<file path="src/verilog/rsa_pkg.sv">
// rsa_pkg: shared types and constants for the rotate/subtract/skip datapath.
// assumes the core decoder encodes each instruction as an rsa_op_e value.
`default_nettype none

package rsa_pkg;

    typedef logic [7:0] rsa_byte_t;

    typedef enum logic [4:0] {
        op_rotate_left_to_acc,
        op_rotate_left_through_carry,
        op_rotate_left_carry_to_acc,
        op_rotate_right,
        op_rotate_right_to_acc,
        op_rotate_right_through_carry,
        op_rotate_right_carry_to_acc,
        op_subtract_with_borrow,
        op_subtract_borrow_to_memory,
        op_minus_memory,
        op_minus_to_memory,
        op_minus_immediate,
        op_decrement_skip_zero,
        op_decrement_skip_zero_to_acc,
        op_increment_skip_zero,
        op_increment_skip_zero_to_acc,
        op_skip_bit_set,
        op_set_byte,
        op_set_bit,
        op_swap_nibbles
    } rsa_op_e;

    typedef enum logic {
        st_exec,
        st_dummy
    } rsa_state_e;

    typedef struct packed {
        rsa_op_e   op;
        rsa_byte_t mem_data;
        rsa_byte_t imm;
        logic [2:0] bit_sel;
    } rsa_instr_s;

    typedef struct packed {
        logic      we;
        rsa_byte_t data;
    } rsa_wb_s;

    // bit 3 sign fault, bit 2 zero, bit 1 nibble carry, bit 0 carry
    typedef struct packed {
        logic result_sign_fault_flag;
        logic zero;
        logic nibble_carry_flag;
        logic carry;
    } rsa_flags_s;

    typedef struct packed {
        rsa_flags_s flags;
        rsa_byte_t  res;
    } rsa_alu_s;

    localparam logic [7:0] RSA_OFF_ACC    = 8'h00;
    localparam logic [7:0] RSA_OFF_FLAGS  = 8'h04;
    localparam logic [7:0] RSA_OFF_STATUS = 8'h08;

    localparam rsa_byte_t  RSA_ACC_RST   = 8'h00;
    localparam rsa_flags_s RSA_FLAGS_RST = 4'h0;
    localparam rsa_byte_t  RSA_ALL_ONES  = 8'hff;
    localparam rsa_byte_t  RSA_ONE       = 8'h01;
    localparam rsa_byte_t  RSA_ZERO      = 8'h00;
    localparam int unsigned RSA_STATUS_BUSY_BIT = 16;

    localparam logic [1:0] RSA_HTRANS_NONSEQ = 2'h2;
    localparam logic [2:0] RSA_HSIZE_WORD    = 3'h2;
    localparam logic       RSA_HRESP_OKAY    = 1'h0;

endpackage

`default_nettype wire

</file>
<file path="src/verilog/rsa_alu.sv">
// rsa_alu: execution datapath for rotates, subtracts, set, swap and skips,
// with an AHB-Lite slave holding accumulator, flags and a skip counter.
// assumes the decoder holds instr until instr_ready and supplies the memory
// byte already read; the memory port takes mem_wb one cycle after issue.
`default_nettype none

module rsa_alu #(
    parameter int unsigned SKIP_CNT_W = 16
) (
    input  wire logic               ref_clk,
    input  wire logic               sys_rst,
    input  wire logic               hsel,
    input  wire logic [31:0]        haddr,
    input  wire logic [1:0]         htrans,
    input  wire logic               hwrite,
    input  wire logic [2:0]         hsize,
    input  wire logic [31:0]        hwdata,
    input  wire logic               hready,
    output logic                    hreadyout,
    output logic                    hresp,
    output logic [31:0]             hrdata,
    input  wire logic               instr_valid,
    input  wire rsa_pkg::rsa_instr_s instr,
    output logic                    instr_ready,
    output rsa_pkg::rsa_wb_s        mem_wb,
    output logic                    fetch_discard,
    output rsa_pkg::rsa_byte_t      acc,
    output rsa_pkg::rsa_flags_s     flags
);

    if (SKIP_CNT_W < 1 || SKIP_CNT_W > 16) begin : g_chk
        $error("SKIP_CNT_W must be 1..16");
    end

    function automatic rsa_pkg::rsa_alu_s sub_calc(input rsa_pkg::rsa_byte_t a,
                                                   input rsa_pkg::rsa_byte_t b,
                                                   input logic cin);
        logic [8:0]        s;
        logic [4:0]        h;
        rsa_pkg::rsa_alu_s r;
        s = {1'b0, a} + {1'b0, ~b} + {8'h00, cin};
        h = {1'b0, a[3:0]} + {1'b0, ~b[3:0]} + {4'h0, cin};
        r.res                          = s[7:0];
        r.flags.carry                  = s[8];
        r.flags.nibble_carry_flag      = h[4];
        r.flags.zero                   = (s[7:0] == rsa_pkg::RSA_ZERO);
        r.flags.result_sign_fault_flag = (a[7] == ~b[7]) && (s[7] != a[7]);
        return r;
    endfunction

    function automatic logic alters_flags(input rsa_pkg::rsa_op_e op);
        return op inside {rsa_pkg::op_rotate_left_through_carry,
                          rsa_pkg::op_rotate_left_carry_to_acc,
                          rsa_pkg::op_rotate_right_through_carry,
                          rsa_pkg::op_rotate_right_carry_to_acc,
                          rsa_pkg::op_subtract_with_borrow,
                          rsa_pkg::op_subtract_borrow_to_memory,
                          rsa_pkg::op_minus_memory,
                          rsa_pkg::op_minus_to_memory,
                          rsa_pkg::op_minus_immediate};
    endfunction

    rsa_pkg::rsa_state_e    state_q;
    rsa_pkg::rsa_byte_t     acc_q;
    rsa_pkg::rsa_flags_s    flags_q;
    rsa_pkg::rsa_wb_s       mem_wb_q;
    logic                   fetch_discard_q;
    logic [SKIP_CNT_W-1:0]  skip_cnt_q;
    logic                   dph_wr_q;
    logic [7:0]             dph_addr_q;
    logic [31:0]            hrdata_q;

    rsa_pkg::rsa_byte_t     m;
    rsa_pkg::rsa_byte_t     res;
    rsa_pkg::rsa_alu_s      sub;
    rsa_pkg::rsa_flags_s    flags_n;
    logic                   acc_we;
    logic                   mem_we;
    logic                   skip_take;
    logic                   fire;
    logic                   addr_ok;
    logic                   bus_acc_wr;
    logic                   bus_flg_wr;

    assign instr_ready   = (state_q == rsa_pkg::st_exec);
    assign fire          = instr_valid && instr_ready;
    assign m             = instr.mem_data;
    assign hreadyout     = 1'b1;
    assign hresp         = rsa_pkg::RSA_HRESP_OKAY;
    assign hrdata        = hrdata_q;
    assign mem_wb        = mem_wb_q;
    assign fetch_discard = fetch_discard_q;
    assign acc           = acc_q;
    assign flags         = flags_q;

    always_comb begin
        res       = rsa_pkg::RSA_ZERO;
        sub       = sub_calc(acc_q, m, flags_q.carry);
        flags_n   = flags_q;
        acc_we    = 1'b0;
        mem_we    = 1'b0;
        skip_take = 1'b0;
        unique case (instr.op)
            rsa_pkg::op_rotate_left_to_acc: begin
                res    = {m[6:0], m[7]};
                acc_we = 1'b1;
            end
            rsa_pkg::op_rotate_left_through_carry, rsa_pkg::op_rotate_left_carry_to_acc: begin
                res           = {m[6:0], flags_q.carry};
                flags_n.carry = m[7];
                mem_we        = (instr.op == rsa_pkg::op_rotate_left_through_carry);
                acc_we        = !mem_we;
            end
            rsa_pkg::op_rotate_right: begin
                res    = {m[0], m[7:1]};
                mem_we = 1'b1;
            end
            rsa_pkg::op_rotate_right_to_acc: begin
                res    = {m[0], m[7:1]};
                acc_we = 1'b1;
            end
            rsa_pkg::op_rotate_right_through_carry, rsa_pkg::op_rotate_right_carry_to_acc: begin
                res           = {flags_q.carry, m[7:1]};
                flags_n.carry = m[0];
                mem_we        = (instr.op == rsa_pkg::op_rotate_right_through_carry);
                acc_we        = !mem_we;
            end
            rsa_pkg::op_subtract_with_borrow, rsa_pkg::op_subtract_borrow_to_memory: begin
                res     = sub.res;
                flags_n = sub.flags;
                mem_we  = (instr.op == rsa_pkg::op_subtract_borrow_to_memory);
                acc_we  = !mem_we;
            end
            rsa_pkg::op_minus_memory, rsa_pkg::op_minus_to_memory,
            rsa_pkg::op_minus_immediate: begin
                sub     = sub_calc(acc_q, m, 1'b1);
                if (instr.op == rsa_pkg::op_minus_immediate) begin
                    sub = sub_calc(acc_q, instr.imm, 1'b1);
                end
                res     = sub.res;
                flags_n = sub.flags;
                mem_we  = (instr.op == rsa_pkg::op_minus_to_memory);
                acc_we  = !mem_we;
            end
            rsa_pkg::op_decrement_skip_zero, rsa_pkg::op_decrement_skip_zero_to_acc: begin
                res       = m - rsa_pkg::RSA_ONE;
                mem_we    = (instr.op == rsa_pkg::op_decrement_skip_zero);
                acc_we    = !mem_we;
                skip_take = (res == rsa_pkg::RSA_ZERO);
            end
            rsa_pkg::op_increment_skip_zero, rsa_pkg::op_increment_skip_zero_to_acc: begin
                res       = m + rsa_pkg::RSA_ONE;
                mem_we    = (instr.op == rsa_pkg::op_increment_skip_zero);
                acc_we    = !mem_we;
                skip_take = (res == rsa_pkg::RSA_ZERO);
            end
            rsa_pkg::op_skip_bit_set: begin
                skip_take = m[instr.bit_sel];
            end
            rsa_pkg::op_set_byte: begin
                res    = rsa_pkg::RSA_ALL_ONES;
                mem_we = 1'b1;
            end
            rsa_pkg::op_set_bit: begin
                res    = m | (rsa_pkg::RSA_ONE << instr.bit_sel);
                mem_we = 1'b1;
            end
            rsa_pkg::op_swap_nibbles: begin
                res    = {m[3:0], m[7:4]};
                mem_we = 1'b1;
            end
            default: res = rsa_pkg::RSA_ZERO;
        endcase
    end

    always_ff @(posedge ref_clk) begin
        if (sys_rst) begin
            state_q         <= rsa_pkg::st_exec;
            fetch_discard_q <= 1'b0;
        end else begin
            fetch_discard_q <= fire && skip_take;
            unique case (state_q)
                rsa_pkg::st_exec: begin
                    if (fire && skip_take) begin
                        state_q <= rsa_pkg::st_dummy;
                    end
                end
                rsa_pkg::st_dummy: begin
                    state_q <= rsa_pkg::st_exec;
                end
            endcase
        end
    end

    always_ff @(posedge ref_clk) begin
        if (sys_rst) begin
            skip_cnt_q <= '0;
        end else if (fire && skip_take) begin
            skip_cnt_q <= skip_cnt_q + SKIP_CNT_W'(1);
        end
    end

    // no write while dummy, fire is low then
    always_ff @(posedge ref_clk) begin
        if (sys_rst) begin
            mem_wb_q <= '0;
        end else begin
            mem_wb_q.we   <= fire && mem_we;
            mem_wb_q.data <= (fire && mem_we) ? res : mem_wb_q.data;
        end
    end

    // instruction beats a software write landing in the same cycle
    always_ff @(posedge ref_clk) begin
        if (sys_rst) begin
            acc_q <= rsa_pkg::RSA_ACC_RST;
        end else if (fire && acc_we) begin
            acc_q <= res;
        end else if (bus_acc_wr) begin
            acc_q <= hwdata[7:0];
        end
    end

    always_ff @(posedge ref_clk) begin
        if (sys_rst) begin
            flags_q <= rsa_pkg::RSA_FLAGS_RST;
        end else if (fire && alters_flags(instr.op)) begin
            flags_q <= flags_n;
        end else if (bus_flg_wr) begin
            flags_q <= hwdata[3:0];
        end
    end

    assign addr_ok    = hsel && hready && htrans[1];
    assign bus_acc_wr = dph_wr_q && (dph_addr_q == rsa_pkg::RSA_OFF_ACC);
    assign bus_flg_wr = dph_wr_q && (dph_addr_q == rsa_pkg::RSA_OFF_FLAGS);

    // zero wait state: read data registered in the address phase
    always_ff @(posedge ref_clk) begin
        if (sys_rst) begin
            dph_wr_q   <= 1'b0;
            dph_addr_q <= '0;
            hrdata_q   <= '0;
        end else begin
            dph_wr_q   <= addr_ok && hwrite;
            dph_addr_q <= addr_ok ? haddr[7:0] : dph_addr_q;
            if (addr_ok && !hwrite) begin
                hrdata_q <= '0;
                unique case (haddr[7:0])
                    rsa_pkg::RSA_OFF_ACC:    hrdata_q[7:0] <= acc_q;
                    rsa_pkg::RSA_OFF_FLAGS:  hrdata_q[3:0] <= flags_q;
                    rsa_pkg::RSA_OFF_STATUS: begin
                        hrdata_q[SKIP_CNT_W-1:0] <= skip_cnt_q;
                        hrdata_q[rsa_pkg::RSA_STATUS_BUSY_BIT] <= !instr_ready;
                    end
                    default: hrdata_q <= '0;
                endcase
            end
        end
    end
endmodule

`default_nettype wire

</file>
<file path="config.mk">
export PLATFORM = sky130hd
export DESIGN_NAME = rsa_alu
export DESIGN_NICKNAME = d
export VERILOG_FILES = /design/src/verilog/rsa_pkg.sv /design/src/verilog/rsa_alu.sv
export SDC_FILE = /design/constraint.sdc
export NUM_CORES = 1
export LEC_CHECK = 0
export CAP_MARGIN = 20
export CORE_MARGIN = 1.5
export CORE_UTILIZATION = 35
export CTS_BUF_LIST = sky130_fd_sc_hd__clkbuf_4
export DETAILED_ROUTE_END_ITERATION = 7
export DONT_BUFFER_PORTS = 1
export HOLD_SLACK_MARGIN = 0.03
export PLACE_DENSITY = 0.48
export RECOVER_POWER = 50
export SYNTH_ARGS = -nofsm -noshare
export SYNTH_HDL_FRONTEND = slang
export SYNTH_SLANG_ARGS = --single-unit
</file>
<file path="constraint.sdc">
create_clock -name ref_clk -period 10.4 [get_ports ref_clk]
set_input_delay 0.52 -clock ref_clk [delete_from_list [all_inputs] [get_ports ref_clk]]
set_output_delay 0.52 -clock ref_clk [all_outputs]
set_load 0.005 [all_outputs]
</file>
==> run_results.csv <==
group,metric,value,unit
run_status,status,"finished clean",
layout,finalNonFillerCells,918,
layout,fillers,1644,
synth,yosysWarnings,0,
sta,slew_viol_final,0,
min_path,hold_start,"sys_rst",
routing,ant_nets,0,
routing,remaining_drc_errors,0,
clock_network,path_clk_slew,0.12,ns
floorplan,dieArea,16400,um2
synth,syn_inst,737,
clock_network,root_buffer,"clkbuf_4",
clock_network,numCtsBuffers,9,
place,dp.cells,901,
layout,area_delta_synth_final,4.02,%
synth,yosysTopAreaCell,"dfxtp_1",
synth,synth_edf_count,0,
pwr,powerDensity,113,nW/um2
floorplan,die_h,128,um
critical_path,path_class,"flop to flop",
place,placed_area,5510,um2
synth,synth_seq_area_share,23.7,%
place,gp_congestion,0.881,
sta,fmax,0.272,GHz
global_route,grt_max_degree,72,
sta,worstMarginPinSlew,1.01,ns
critical_path,r2r-end,"flags[2]",
floorplan,num_io_pins,156,
critical_path,timing.rr.start,"acc[0]",
critical_path,critPathArrivalTime,4.03,ns
layout,drive_above_1_share,5.09,%
routing,wl,17.6,mm
sta,skew,0.0145,ns
synth,synth_ff_type,"dfxtp_1",
global_route,overflow,0,
synth,ys_types,71,
global_route,grt_pass1_vias,5052,
critical_path,rr_worst_depth,10,
layout,nNetsFinal,827,
synth,netlist.area_leader.share,23.7,%
layout,most-common-layout-cells,"nor2_1 (90), dfxtp_1 (65), nand2_1 (62)",
clock_network,postCtsSetupBuffers,0,
critical_path,cp.required,10.75,ns
synth,avgSynthCellArea,7.44,um2
routing,dr_total_vias,5276,
synth,ys_ff_latch,65,
critical_path,cp-start-kind,"flop",
floorplan,core-area,15300,um2
layout,final_common_cell,"nor2_1",
sta,whs,0.141,ns
routing,dr.pass1.iters,5,
clock_network,worstSkewPairLatency,0.43,ns
synth,synth_area_leaders,"dfxtp_1 (24%), nor2_1 (6.2%), ha_1 (5.5%)",
pwr,ir_worst_vdd,0.0676,mV
synth,synthArstFlopShare,0,%
clock_network,ctsResizeCount,0,
pwr,finalPower,643,uW
routing,avgViaCountPerCell,5.75,
sta,setup_ws,6.72,ns
min_path,whs_path_depth,1,
sta,period_share,35.4,%
sta,tns,0,ns
layout,final_util,37.4,%
layout,diodes,0,
sta,finalCriticalPeriod,3.68,ns
place,dpl.hpwl,13.4,mm
floorplan,initial_core_util,35.9,%
sta,grt_setup_unrepaired,"false",
critical_path,rrSetupSlack,6.72,ns
sta,relSlewSlack,32.5,%
global_route,grt.total_usage,21.9,%
synth,syn-cell-area,5480,um2
routing,drtIter0Drc,532,
clock_network,htreeDepth,3,
place,io_buffer_count,0,
sta,finalSetupViolCount,0,
critical_path,cp_max_fo,7,
run,max_cap_violations,0,
min_path,whs_endpoint,"mem_wb[0]",
layout,final_area,5700,um2
place,pre_cts_slack,6.60,ns
pwr,leakagePower,2.07,nW
clock_network,cts_num_sinks,65,
floorplan,fp-row-count,45,
critical_path,endpoint_kind,"flop",
min_path,holdCritPathClass,"primary input to flop",
floorplan,die_w,128,um
clock_network,cts_tree,"built",
clock_network,hold_buffers,0,
routing,wl_per_cell,19.2,um
global_route,antenna_found_initial,0,
sta,hold_violations,0,
clock_network,cts_buffer_depth,2,
global_route,grt_pass1_wl,28.0,mm
-- cells in the mapped netlist, types with 5 or more instances --
cell / number
nor2_1: 90
dfxtp_1: 65
nand2_1: 62
clkbuf_1: 40
o21ai_0: 39
a21oi_1: 37
a211oi_1: 25
inv_1: 25
nor3_1: 25
ha_1: 24
xnor2_1: 23
a22oi_1: 21
buf_4: 17
nand3_1: 17
nor2b_1: 17
xor2_1: 16
nand4_1: 14
and3_1: 12
nand2b_1: 12
or3_1: 12
mux2i_1: 11
and2_1: 9
nor4_1: 7
a221oi_1: 6
a31oi_1: 6
or4_1: 6
a21o_1: 5
mux2_2: 5
o21a_1: 5
-- cell type report --
type	instances	area, um2	share of cell area (%)
clock buffer	10	75.1	1.32
clock inverter	6	115	2.02
inverter	25	93.8	1.65
multi-input combinational	597	3830	67.2
sequential	65	1300	22.8
tap	211	264	4.63
timing repair buffer	4	22.5	0.395
-- how the worst max path moves through the flow --
stage                     endpoint  slack, ns      start  cells past startpoint
final                     flags[2]       6.72     acc[0]                     10
after global routing      flags[2]       6.50     acc[3]                      9
after CTS                 flags[2]       6.72     acc[0]                     10
after detailed placement  flags[2]       6.60  instr[11]                     11
after global placement    flags[2]       6.62  instr[11]                     11
after floorplan           flags[2]       6.69  instr[11]                     12
-- logic make-up after synthesis --
family | after synthesis | share of synthesized area [%]
buf+inv | 90 | 7.42
flops | 65 | 23.7
other cells | 2 | 0.137
compound gates | 196 | 25.1
fa+ha+maj | 26 | 6.21
simple gates | 301 | 27.3
mux | 18 | 3.86
xor+xnor | 39 | 6.23
-- flip-flops by register name (all words and copies together) (netlist names) --
signal         count
mem_wb             9
fetch_discard      1
flags              4
skip_cnt_q        16
hrdata            17
dph_addr_q         8
dph_wr_q           1
state_q            1
acc                8
-- per-layer routing --
metal  up-vias  part of all wire (%)  GRT usage (%)
met2       205                    42           32.0
met5         -                     0              0
met3        20                   8.5           6.97
met1      2462                    48           31.2
met4         0                   1.2           4.56
li1       2589                     -              -
-- power breakdown --
part	total (mW)	leakage, nW	switching [mW]	internal [mW]
clock	0.223	0.0972	0.0972	0.126
combinational	0.156	1.44	0.0957	0.0599
sequential	0.265	0.526	0.0104	0.255
total	0.643	2.07	0.203	0.440
-- worst max-delay path, cell delays in order, from the launching register on --
cell and delay (ns):
dfxtp_1 0.43, ha_1 0.28, fa_1 0.45, a211oi_4 0.35
o21ai_1 0.18, a221oi_4 0.52, nand3_2 0.19, or3_1 0.40
a2111oi_2 0.38, nor3_1 0.13, o41ai_2 0.28
Note: power is estimated with default switching activity, not from simulation.
